### config.mk
export PLATFORM = sky130hd
export DESIGN_NAME = iofm_top
export DESIGN_NICKNAME = d
export VERILOG_FILES = /design/src/verilog/iofm_pkg.sv /design/src/verilog/iofm_pwm.sv /design/src/verilog/iofm_top.sv
export VERILOG_INCLUDE_DIRS = /design/src /design/src/verilog
export SDC_FILE = /design/constraint.sdc
export NUM_CORES = 2
export LEC_CHECK = 0
export BUFFER_PORTS_ARGS = -buffer_cell sky130_fd_sc_hd__buf_4
export CAP_MARGIN = 20
export CORE_ASPECT_RATIO = 2
export CORE_UTILIZATION = 59
export CTS_CLUSTER_SIZE = 12
export DETAILED_ROUTE_END_ITERATION = 8
export GPL_TIMING_DRIVEN = 0
export PLACE_DENSITY = 0.79
export SYNTH_ARGS = -nofsm -noshare
export SYNTH_HDL_FRONTEND = slang
export SYNTH_SLANG_ARGS = --single-unit
### constraint.sdc
create_clock -name clk -period 15.05 [get_ports clk]
set_input_delay 3.01 -clock clk [delete_from_list [all_inputs] [get_ports clk]]
set_output_delay 3.01 -clock clk [all_outputs]
set_load 0.005 [all_outputs]
### src/verilog/iofm_consts.svh
// Constants of the I/O function mapper: setting numbers, function codes, reset values.
// Assumes inclusion by every mapper file that decodes settings or codes.
//
// How it works
// - Code 12 motor running, duty; 112 inverse.
// - Code 13 target speed, duty; 113 inverse.
// - Codes 14/15 trimming, end reverse; 114/115 inverse.
// - Code 16 error stop indication; 116 inverse.
// - Code 17 roller lift solenoid; 117 inverse.
// - Roller lift is foot, reverse, switch OR.
// - Code 18 hemming output; 118 inverse.
// - Code 19 pedal first step; 119 inverse.
// - Same code on pins gives identical signals.
// - Undefined output codes are ignored, pin low.
// - Settings 50-57 pick inputs, default 0-7.
// - Settings 58-63 pick inputs, default 8-13.
// - Settings 64-66 pedal inputs, default 16-18.
// - Shared input function is OR of pins.
// - Settings 70/71 invert outputs with defined codes/all inputs.
`ifndef IOFM_CONSTS_SVH
`define IOFM_CONSTS_SVH

// ==========================================================================
// Setting numbers
`define IOFM_SET_OUT_BASE 7'h1C
`define IOFM_SET_IN_BASE  7'h32
`define IOFM_SET_OUT_INV  7'h46
`define IOFM_SET_IN_INV   7'h47

// ==========================================================================
// Output function codes
`define IOFM_INV_OFS      8'h64
`define IOFM_OUT_FN_CNT   8'h14
`define IOFM_DUTY_LIM     8'h0E
`define IOFM_FN_RUN       8'h0C
`define IOFM_FN_SPEED     8'h0D
`define IOFM_FN_TRIM      8'h0E
`define IOFM_FN_ENDBT     8'h0F
`define IOFM_FN_ESTOP     8'h10
`define IOFM_FN_ROLLER    8'h11
`define IOFM_FN_HEM       8'h12
`define IOFM_FN_PEDAL     8'h13
`define IOFM_FN_LOW       8'hC8
`define IOFM_FN_HIGH      8'hC9

// ==========================================================================
// Input function codes
`define IOFM_IN_FN_CNT    8'h15
`define IOFM_IN_FN_ROLLER 5'h0E
`define IOFM_IN_SKIP_AT   8'h0E
`define IOFM_IN_SKIP      8'h02

// ==========================================================================
// Reset values
`define IOFM_OUT_RST      8'hC8
`define IOFM_IN_RST(i)    (((i) < `IOFM_IN_SKIP_AT) ? (i) : (i) + `IOFM_IN_SKIP)

`endif

### src/verilog/iofm_pkg.sv
// Types shared by the I/O function mapper.
// Assumes nothing of its surroundings.
package iofm_pkg;

    // ======================================================================
    // Types
    typedef logic [7:0] iofm_code_t;
    typedef logic [6:0] iofm_setnum_t;

endpackage

### src/verilog/iofm_pwm.sv
// Free-running duty-cycle generator for chopped outputs.
// Assumes a duty level from the same clock domain.
`timescale 1ns/1ns
module iofm_pwm #(
    parameter int W = 8
) (
    // Clock and reset
    input  wire logic         clk,
    input  wire logic         srst,
    // Duty level
    input  wire logic [W-1:0] duty,
    output logic              pwm_on
);

    logic [W-1:0] cnt_q;

    // ======================================================================
    // Counter and compare
    always_ff @(posedge clk) begin
        if (srst) begin
            cnt_q <= '0;
        end else begin
            cnt_q <= cnt_q + W'(1);
        end
    end

    always_ff @(posedge clk) begin
        if (srst) begin
            pwm_on <= 1'b0;
        end else begin
            pwm_on <= (cnt_q < duty);
        end
    end

endmodule

### src/verilog/iofm_top.sv
// I/O function mapper: output pins pick internal signals by code, input pins pick functions.
// Assumes machine status inputs on clk; pins are asynchronous and are synchronised here.
`timescale 1ns/1ns
`include "iofm_consts.svh"
module iofm_top #(
    parameter int N_OUT = 16,
    parameter int N_IN  = 17,
    parameter int PWM_W = 8
) (
    // Clock and reset
    input  wire logic                 clk,
    input  wire logic                 srst,
    // Setting writes
    input  wire logic                 cfg_we,
    input  wire iofm_pkg::iofm_setnum_t cfg_num,
    input  wire iofm_pkg::iofm_code_t cfg_data,
    input  wire logic [PWM_W-1:0]     duty_level,
    // Machine status and actuators
    input  wire logic [11:0]          base_func,
    input  wire logic                 motor_running,
    input  wire logic                 target_speed,
    input  wire logic                 trimming_phase,
    input  wire logic                 end_backtack_phase,
    input  wire logic                 error_stop,
    input  wire logic                 foot_lift_sol,
    input  wire logic                 backtack_sol,
    input  wire logic                 hemming_out,
    input  wire logic                 pedal_first_step,
    // Pins
    input  wire logic [N_IN-1:0]      input_pin_n,
    output logic      [N_OUT-1:0]     output_pin_n,
    // Decoded input functions
    output logic [20:0]               in_func
);

    iofm_pkg::iofm_code_t out_code_q [N_OUT];
    iofm_pkg::iofm_code_t in_code_q  [N_IN];
    logic                 out_inv_q;
    logic                 in_inv_q;
    logic [N_IN-1:0]      sync1_q;
    logic [N_IN-1:0]      sync2_q;
    logic [N_OUT-1:0]     out_d;
    logic [N_OUT-1:0]     out_q;
    logic [20:0]          in_func_d;
    logic [20:0]          in_func_q;
    logic [19:0]          src;
    logic                 roller_sig;
    logic                 pwm_on;

    // ======================================================================
    // Setting store
    always_ff @(posedge clk) begin
        if (srst) begin
            for (int i = 0; i < N_OUT; i++) begin
                out_code_q[i] <= `IOFM_OUT_RST;
            end
            for (int i = 0; i < N_IN; i++) begin
                in_code_q[i] <= 8'(`IOFM_IN_RST(i));
            end
        end else if (cfg_we) begin
            if (cfg_num >= `IOFM_SET_OUT_BASE &&
                cfg_num < `IOFM_SET_OUT_BASE + 7'(N_OUT)) begin
                out_code_q[4'(cfg_num - `IOFM_SET_OUT_BASE)] <= cfg_data;
            end
            if (cfg_num >= `IOFM_SET_IN_BASE &&
                cfg_num < `IOFM_SET_IN_BASE + 7'(N_IN)) begin
                in_code_q[5'(cfg_num - `IOFM_SET_IN_BASE)] <= cfg_data;
            end
        end
    end

    always_ff @(posedge clk) begin
        if (srst) begin
            out_inv_q <= 1'b0;
            in_inv_q  <= 1'b0;
        end else if (cfg_we) begin
            if (cfg_num == `IOFM_SET_OUT_INV) begin
                out_inv_q <= cfg_data[0];
            end
            if (cfg_num == `IOFM_SET_IN_INV) begin
                in_inv_q <= cfg_data[0];
            end
        end
    end

    // ======================================================================
    // Input pin synchroniser
    always_ff @(posedge clk) begin
        if (srst) begin
            sync1_q <= '0;
            sync2_q <= '0;
        end else begin
            sync1_q <= input_pin_n;
            sync2_q <= sync1_q;
        end
    end

    // ======================================================================
    // Input function decode
    always_comb begin
        logic lvl;
        logic [7:0] c;
        lvl = 1'b0;
        c = 8'h00;
        in_func_d = '0;
        for (int p = 0; p < N_IN; p++) begin
            lvl = sync2_q[p] ^ in_inv_q;
            c = in_code_q[p];
            if (c < `IOFM_IN_FN_CNT) begin
                in_func_d[c[4:0]] = in_func_d[c[4:0]] | lvl;
            end else if (c >= `IOFM_INV_OFS && c < `IOFM_INV_OFS + `IOFM_IN_FN_CNT) begin
                in_func_d[5'(c - `IOFM_INV_OFS)] = in_func_d[5'(c - `IOFM_INV_OFS)] | ~lvl;
            end
        end
    end

    always_ff @(posedge clk) begin
        if (srst) begin
            in_func_q <= '0;
        end else begin
            in_func_q <= in_func_d;
        end
    end

    assign in_func = in_func_q;

    // ======================================================================
    // Output sources
    assign roller_sig = foot_lift_sol | backtack_sol | in_func_q[`IOFM_IN_FN_ROLLER];
    assign src = {pedal_first_step, hemming_out, roller_sig, error_stop,
                  end_backtack_phase, trimming_phase, target_speed, motor_running,
                  base_func};

    iofm_pwm #(
        .W (PWM_W)
    ) u_pwm (
        .clk    (clk),
        .srst   (srst),
        .duty   (duty_level),
        .pwm_on (pwm_on)
    );

    // Returns {valid, level} for one output code.
    function automatic logic [1:0] iofm_pick(input logic [7:0] code,
                                             input logic [19:0] s,
                                             input logic pwm);
        logic [7:0] base;
        logic       inv;
        logic       lvl;
        logic       ok;
        begin
            base = code;
            inv  = 1'b0;
            lvl  = 1'b0;
            ok   = 1'b0;
            if (code == `IOFM_FN_LOW) begin
                ok = 1'b1;
            end else if (code == `IOFM_FN_HIGH) begin
                ok  = 1'b1;
                lvl = 1'b1;
            end else begin
                if (code >= `IOFM_INV_OFS) begin
                    base = code - `IOFM_INV_OFS;
                    inv  = 1'b1;
                end
                if (base < `IOFM_OUT_FN_CNT) begin
                    ok  = 1'b1;
                    lvl = s[base[4:0]] ^ inv;
                    if (base < `IOFM_DUTY_LIM) begin
                        lvl = lvl & pwm;
                    end
                end
            end
            iofm_pick = {ok, lvl};
        end
    endfunction

    // ======================================================================
    // Output selection
    always_comb begin
        logic [1:0] r;
        r = 2'b00;
        out_d = '0;
        for (int i = 0; i < N_OUT; i++) begin
            r = iofm_pick(out_code_q[i], src, pwm_on);
            out_d[i] = r[1] ? (r[0] ^ out_inv_q) : 1'b0;
        end
    end

    always_ff @(posedge clk) begin
        if (srst) begin
            out_q <= '0;
        end else begin
            out_q <= out_d;
        end
    end

    assign output_pin_n = out_q;

    // ======================================================================
    // Checks
    AST_RUN: assert property (@(posedge clk) disable iff (srst)
        out_code_q[0] == 8'h0C |=>
        output_pin_n[0] == (($past(motor_running) & $past(pwm_on)) ^ $past(out_inv_q)))
        else $error("Code 12 does not show motor running with duty.");

    AST_SPEED_INV: assert property (@(posedge clk) disable iff (srst)
        out_code_q[3] == 8'h71 |=>
        output_pin_n[3] == ((~$past(target_speed) & $past(pwm_on)) ^ $past(out_inv_q)))
        else $error("Code 113 does not show inverted target speed with duty.");

    AST_ENDBT: assert property (@(posedge clk) disable iff (srst)
        out_code_q[0] == 8'h0F |=>
        output_pin_n[0] == ($past(end_backtack_phase) ^ $past(out_inv_q)))
        else $error("Code 15 does not show end reverse phase.");

    AST_TRIM_NEXT: assert property (@(posedge clk) disable iff (srst)
        $changed(out_code_q[0]) && out_code_q[0] == 8'h0E |=>
        output_pin_n[0] == ($past(trimming_phase) ^ $past(out_inv_q)))
        else $error("New code 14 not applied on next cycle.");

    AST_ESTOP_INV: assert property (@(posedge clk) disable iff (srst)
        out_code_q[1] == 8'h74 |=>
        output_pin_n[1] == (~$past(error_stop) ^ $past(out_inv_q)))
        else $error("Code 116 does not show inverted error stop.");

    AST_ROLLER: assert property (@(posedge clk) disable iff (srst)
        out_code_q[0] == 8'h11 |=>
        output_pin_n[0] == (($past(foot_lift_sol) | $past(backtack_sol) |
                             $past(in_func_q[14])) ^ $past(out_inv_q)))
        else $error("Code 17 is not the roller lift OR.");

    AST_ROLLER_INV: assert property (@(posedge clk) disable iff (srst)
        out_code_q[1] == 8'h75 && !out_inv_q |=> output_pin_n[1] == ~$past(roller_sig))
        else $error("Code 117 is not inverted roller lift.");

    AST_HEM_INV: assert property (@(posedge clk) disable iff (srst)
        out_code_q[1] == 8'h76 |=>
        output_pin_n[1] == (~$past(hemming_out) ^ $past(out_inv_q)))
        else $error("Code 118 is not inverted hemming output.");

    AST_PEDAL: assert property (@(posedge clk) disable iff (srst)
        out_code_q[0] == 8'h13 |=>
        output_pin_n[0] == ($past(pedal_first_step) ^ $past(out_inv_q)))
        else $error("Code 19 does not show pedal first step.");

    AST_SAME_CODE: assert property (@(posedge clk) disable iff (srst)
        out_code_q[0] == out_code_q[1] |=> output_pin_n[0] == output_pin_n[1])
        else $error("Pins with equal codes differ.");

    AST_BAD_CODE: assert property (@(posedge clk) disable iff (srst)
        out_code_q[5] > 8'h13 && out_code_q[5] < 8'h64 |=> output_pin_n[5] == 1'b0)
        else $error("Undefined code drives a level.");

    AST_OUT_INV: assert property (@(posedge clk) disable iff (srst)
        out_code_q[0] == 8'hC9 |=> output_pin_n[0] == ~$past(out_inv_q))
        else $error("Global output inversion wrong.");

    AST_RST_FIRST: assert property (@(posedge clk)
        srst |=> in_code_q[0] == 8'h00 && in_code_q[7] == 8'h07)
        else $error("First eight input defaults wrong.");

    AST_RST_NEXT: assert property (@(posedge clk)
        srst |=> in_code_q[8] == 8'h08 && in_code_q[13] == 8'h0D)
        else $error("Next six input defaults wrong.");

    AST_RST_PEDAL: assert property (@(posedge clk)
        srst |=> in_code_q[14] == 8'h10 && in_code_q[15] == 8'h11 && in_code_q[16] == 8'h12)
        else $error("Pedal input defaults wrong.");

    AST_IN_OR: assert property (@(posedge clk) disable iff (srst)
        in_code_q[0] == 8'h00 && in_code_q[1] == 8'h00 && !in_inv_q &&
        (sync2_q[0] | sync2_q[1]) |=> in_func[0])
        else $error("Shared input function is not ORed.");

    AST_RUN_INV: assert property (@(posedge clk) disable iff (srst)
        out_code_q[1] == 8'h70 |=>
        output_pin_n[1] == ((~$past(motor_running) & $past(pwm_on)) ^ $past(out_inv_q)))
        else $error("Code 112 does not show inverted motor running with duty.");

    AST_SPEED: assert property (@(posedge clk) disable iff (srst)
        out_code_q[2] == 8'h0D |=>
        output_pin_n[2] == (($past(target_speed) & $past(pwm_on)) ^ $past(out_inv_q)))
        else $error("Code 13 does not show target speed with duty.");

    AST_TRIM_INV: assert property (@(posedge clk) disable iff (srst)
        out_code_q[1] == 8'h72 |=>
        output_pin_n[1] == (~$past(trimming_phase) ^ $past(out_inv_q)))
        else $error("Code 114 does not show inverted trimming phase.");

    AST_PWM_OFF: assert property (@(posedge clk) disable iff (srst)
        out_code_q[0] == 8'h0C && !pwm_on && !out_inv_q |=> !output_pin_n[0])
        else $error("Duty code drives its pin while the modulator is off.");

    AST_BAD_HIGH: assert property (@(posedge clk) disable iff (srst)
        (out_code_q[6] > 8'h77 && out_code_q[6] < 8'hC8) || out_code_q[6] > 8'hC9 |=>
        output_pin_n[6] == 1'b0)
        else $error("Undefined high code drives a level.");

    AST_IN_INV: assert property (@(posedge clk) disable iff (srst)
        in_code_q[2] == 8'h02 && in_inv_q && !sync2_q[2] |=> in_func[2])
        else $error("Global input inversion wrong.");

endmodule

==> out/qor.yml, run 1 <==
clocking:
  hold_buffers: 0
  numClockSinks: 346
  cts.path.max_buffers: 3
  cts_root_buf: "clkbuf_16"
  htree_levels: 2
  cts_buffers: 37
yosys:
  ys_ff_latch: 346
  synth-main-ff-cell: "edfxtp_1"
  synth_area_per_cell_um2: 7.39
  seq_area_frac_synth_pct: 21.4
  syn_area_um2: 44800
  syn_nets: 6259
  synth_cell_type_count: 128
  async_flop_share_pct: 0
  synth-edff-count: 264
  yosys_warnings: 0
  synthCells: 6069
die:
  initial_utilization_pct: 59.8
  die_height_um: 392
  pin_count: 101
  die_w_um: 197
  rows: 142
global_route:
  grt.overflow.total: 1587
  grt_pass1_wl_mm: 458
  track_usage_pct: 77.1
  grt_max_degree: 14
  first_global_vias: 64900
placement:
  port_buffers: 97
  dp.cells: 7182
  dpl.hpwl_mm: 174
  gp_congestion: 1.26
outcome:
  status: "aborted with a tool error"
  error_message: "[ERROR GRT-0116] Global routing finished with congestion. Check the congestion regions in the DRC Viewer."
  failing_step: "global routing (5_1_grt)"
==> logic make-up after synthesis <==
logic type	share of synthesized area [%]
xor+xnor	2.34
fa+ha+maj	3.52
mux	6.29
simple gates	31.7
buf+inv	4.40
compound gates	30.4
flops	21.3
==> repair_timing <==
| action | in CTS |
|---|---|
| endpoints found under the setup margin | 21 |
| resized for setup | 468 |
| gates cloned | 5 |
| pin swaps | 165 |
| setup buffers | 185 |
==> metrics by stage <==
step / setup WS [ns] / utilization [%] / hold slack, ns / instance area, um^2 / TNS, ns
after global placement: -7.31 / 63.3 / 0.421 / 47400 / -145.45
after detailed placement: -7.00 / 63.3 / 0.424 / 47500 / -143.37
after CTS: -2.55 / 70.3 / 0.447 / 52700 / -52.43
after floorplan: -0.561 / - / 0.414 / 45400 / -10.14
==> per-layer routing <==
metal | GRT overflow | track usage (%)
met1 | 23 | 74.1
met3 | 19 | 58.1
met5 | 1 | 20.7
met2 | 1074 | 99.9
met4 | 470 | 78.3
==> cell usage after synthesis (all sizes together) (95+ instances only) <==
cell    count  area share, %
and2      232            3.2
inv       138            1.2
a31oi     133            1.9
or3       112            1.6
ha        126            3.5
nor2b      97            1.4
nor4       96            1.5
nand3     289            3.2
nand2     704            5.9
clkbuf    304            2.5
o21ai     369            4.1
nor2      689            5.8
nor3      278            3.1
mux4       95            4.8
edfxtp    264             18
a21oi     371            4.2
a211oi    119            2.1
==> run 2: changes to the inputs <==
CORE_ASPECT_RATIO = unset   (was 2)
CORE_UTILIZATION = 40   (was 59)
CTS_CLUSTER_SIZE = unset   (was 12)
PLACE_DENSITY = unset   (was 0.79)
PLACE_DENSITY_LB_ADDON = 0.15   (was unset)
clock period = 19.6 ns   (was 15.05 ns; I/O delays follow)
==> run 2 against run 1 <==
  * The flow now finishes without violations
  * Synthesized area is the same
  * Synthesized cell count is the same
==> out/qor.yml, run 2 <==
clocking:
  htree_levels: 2  # unchanged
  tritoncts: "yes"
  path_clk_slew_ns: 0.06
  numClockSinks: 346  # unchanged
  cts.path.max_buffers: 3  # unchanged
  cts_buffers: 42  # +14%
  clk_latency_ns: 0.61
  cts_root_buf: "clkbuf_16"
global_route:
  track_usage_pct: 34.4
  grt_max_degree: 14
  first_global_vias: 48200
  grt_pass1_wl_mm: 304
  grt.overflow.total: 0
  antenna_found_initial: 16
die:
  pin_count: 101  # unchanged
  rows: 122  # -14%
  die_w_um: 337  # +71%
  core-area_um2: 111000
  die_height_um: 337  # -14%
  design.die.area_um2: 113000
  initial_utilization_pct: 40.4  # -19 points
setup_path:
  critPathMaxFanout: 10
  end_kind: "register"
  slowest_delay_ns: 0.80
  worstPathRequired_ns: 20.02
  crit_top_cell: "buf_4"
  critPathLaunchType: "register"
  critPathKind: "reg -> reg"
  reg2reg_depth: 63
  critical_path_arrival_ns: 19.77
  critPathSlowestCell: "nor3_1"
power:
  powerDensity_nw_per_um2: 51.6
  p_clk_share_pct: 31.5
  swShare_pct: 38.2
  power_leakage_nw: 16.6
  peakVddDrop_mv: 0.0704
  switchingPower_mw: 1.02
  internal_power_mw: 1.65
  comb_power_share_pct: 36.3
  power_frac_seq_pct: 32.2
drt:
  drt.antenna.violating_nets: 0
  avgViaCountPerCell: 6.81
  wl_mm: 204
  dr_total_vias: 53300
  drc: 0
  first_pass_iters: 6
  wl_per_cell_um: 26.1
  drtIter0Drc: 7014
yosys:
  syn_area_um2: 44800  # unchanged
  synth_area_per_cell_um2: 7.39  # unchanged
  synth-main-ff-cell: "edfxtp_1"
  synth_common_cells: "nand2_1 (702), nor2_1 (687), a21oi_1 (366), o21ai_0 (313), clkbuf_1 (304)"
  yosysMostFrequentCell: "nand2_1"
  synth.top_cells.by_area: "edfxtp_1 (18%), nand2_1 (5.9%), nor2_1 (5.8%)"
  synth.largest_area_cell: "edfxtp_1"
  syn_nets: 6259  # unchanged
  synth_compound_area_share_pct: 30.4  # unchanged
  yosys_warnings: 0  # unchanged
  synth-simple-area-share_pct: 31.7  # unchanged
  synthCells: 6069  # unchanged
  yosys.area_share.xor_xnor_pct: 2.34  # unchanged
  synth_top_family_by_area: "simple AND/OR/NAND/NOR gates"
  synth_fa_ha_area_share_pct: 3.52  # unchanged
  async_flop_share_pct: 0  # unchanged
  seq_area_frac_synth_pct: 21.4  # unchanged
  synth.area.mux_share_pct: 6.29  # unchanged
  ys_ff_latch: 346  # unchanged
  synth-edff-count: 264  # unchanged
  synth_cell_type_count: 128  # unchanged
  synth_top_area_share_pct: 17.7  # unchanged
layout:
  layout_commonest_cell: "nand2_1"
  top_register: "in_code_q"
  largest_reg_flops: 136
  num-fill-cells: 11400
  post-route-util_pct: 46.7
  syn2layout_area_growth_pct: 15.4
  final_cell_mix: "nand2_1 (699), nor2_1 (683), a21oi_1 (349)"
  nets: 6499
  regArea_um2: 9570
  drive_above_1_share_pct: 12.5
  multi_input_area_um2: 35300
min_path:
  hold_depth: 1
  hold_path.class: "reg -> reg"
timing:
  setup_ws_ns: 0.248
  maxSlewViolCount: 0
  finalHoldViolCount: 0
  min_period_ns: 19.35
  fmax_ghz: 0.0517
  relSlewSlack_pct: 17.2
  setup_viol: 0
  totalNegativeSetupSlack_ns: 0
  hold_slack_ns: 0.434
  finalCritPeriodShare_pct: 98.7
  worst_clock_skew_ns: 0.0425
  tightest_slew_ns: 1.24
placement:
  dp_slack_ns: -2.79  # +4.22 ns
  port_buffers: 97  # unchanged
  gp_congestion: 1.02  # -19%
  dpl.hpwl_mm: 156  # -10%
outcome:
  status: "finished, final reports clean"
run:
  maxCapViolCount: 0
run 2: cell counts after synthesis:
Identical to the previous run, type by type.
run 2: final timing paths:
path / startpoint / endpoint / slack [ns]
hold reg to reg: sync1_q[4]$_SDFF_PP0_ / sync2_q[4]$_SDFF_PP0_ / 0.43
setup reg to reg: in_code_q[1][4]$_SDFFCE_PN0P_ / in_func[4]$_SDFF_PP0_ / 0.25
setup / recovery: in_code_q[1][4]$_SDFFCE_PN0P_ / in_func[4]$_SDFF_PP0_ / 0.25
hold / removal: sync1_q[4]$_SDFF_PP0_ / sync2_q[4]$_SDFF_PP0_ / 0.43
run 2: stage by stage:
stage	std cells	instance area, um^2	power (mW)
floorplan	6069	44800	1.44
global placement	7654	47400	1.73
detailed placement	7661	47500	1.73
CTS	7763	49800	2.60
global route	7832	51700	2.77
finish	7835	51700	2.67
run 2: cell families after synthesis:
kind of cell | after synthesis
fa+ha+maj | 126
flops | 346
simple gates | 2880
xor+xnor | 117
compound gates | 1934
mux | 160
buf+inv | 506
run 2: area by class of cell:
class,count,share of cell area (%)
multi-input cells,5217,68.2
well taps,1488,3.60
diodes,5,0.0242
inverters,155,1.12
clock inverters,20,0.619
flip-flops and latches,346,18.5
repair buffers,199,2.94
plain buffers,348,2.68
clock buffers,57,2.28
run 2: metal layers:
| metal | vias up | global-route usage (%) | routed length [um] |
|---|---|---|---|
| met2 | 3334 | 51.5 | 86800 |
| met5 | - | 0.638 | 152 |
| met3 | 551 | 5.82 | 22000 |
| met4 | 10 | 12.4 | 8130 |
| met1 | 25600 | 49.4 | 87200 |
| li1 | 23800 | - | - |
run 2: power groups by stage:
| stage | Combinational, mW | Clock (mW) | Sequential (mW) |
|---|---|---|---|
| after floorplan | 0.581 | 0 | 0.864 |
| after global placement | 0.858 | 0 | 0.874 |
| after detailed placement | 0.857 | 0 | 0.874 |
| after CTS | 0.883 | 0.852 | 0.860 |
| after global routing | 1.03 | 0.876 | 0.865 |
| final | 0.969 | 0.840 | 0.860 |
run 2: worst max-delay path: cells and delay by family, from the launching register on:
family	cells	cell delay (ns)
muxes	3	1.68
and+or+nand+nor	20	6.27
buffers and inverters	7	1.50
AOI/OAI and AO/OA	33	9.15
DFF	1	0.51
run 2: repair_timing:
action,4_1_cts,5_1_grt
gates resized for setup,105,239
endpoints found under the setup margin,21,21
setup buffers,25,69
hold buffers,0,0
pin swaps,20,61
Power figures use the tool's default switching activity.
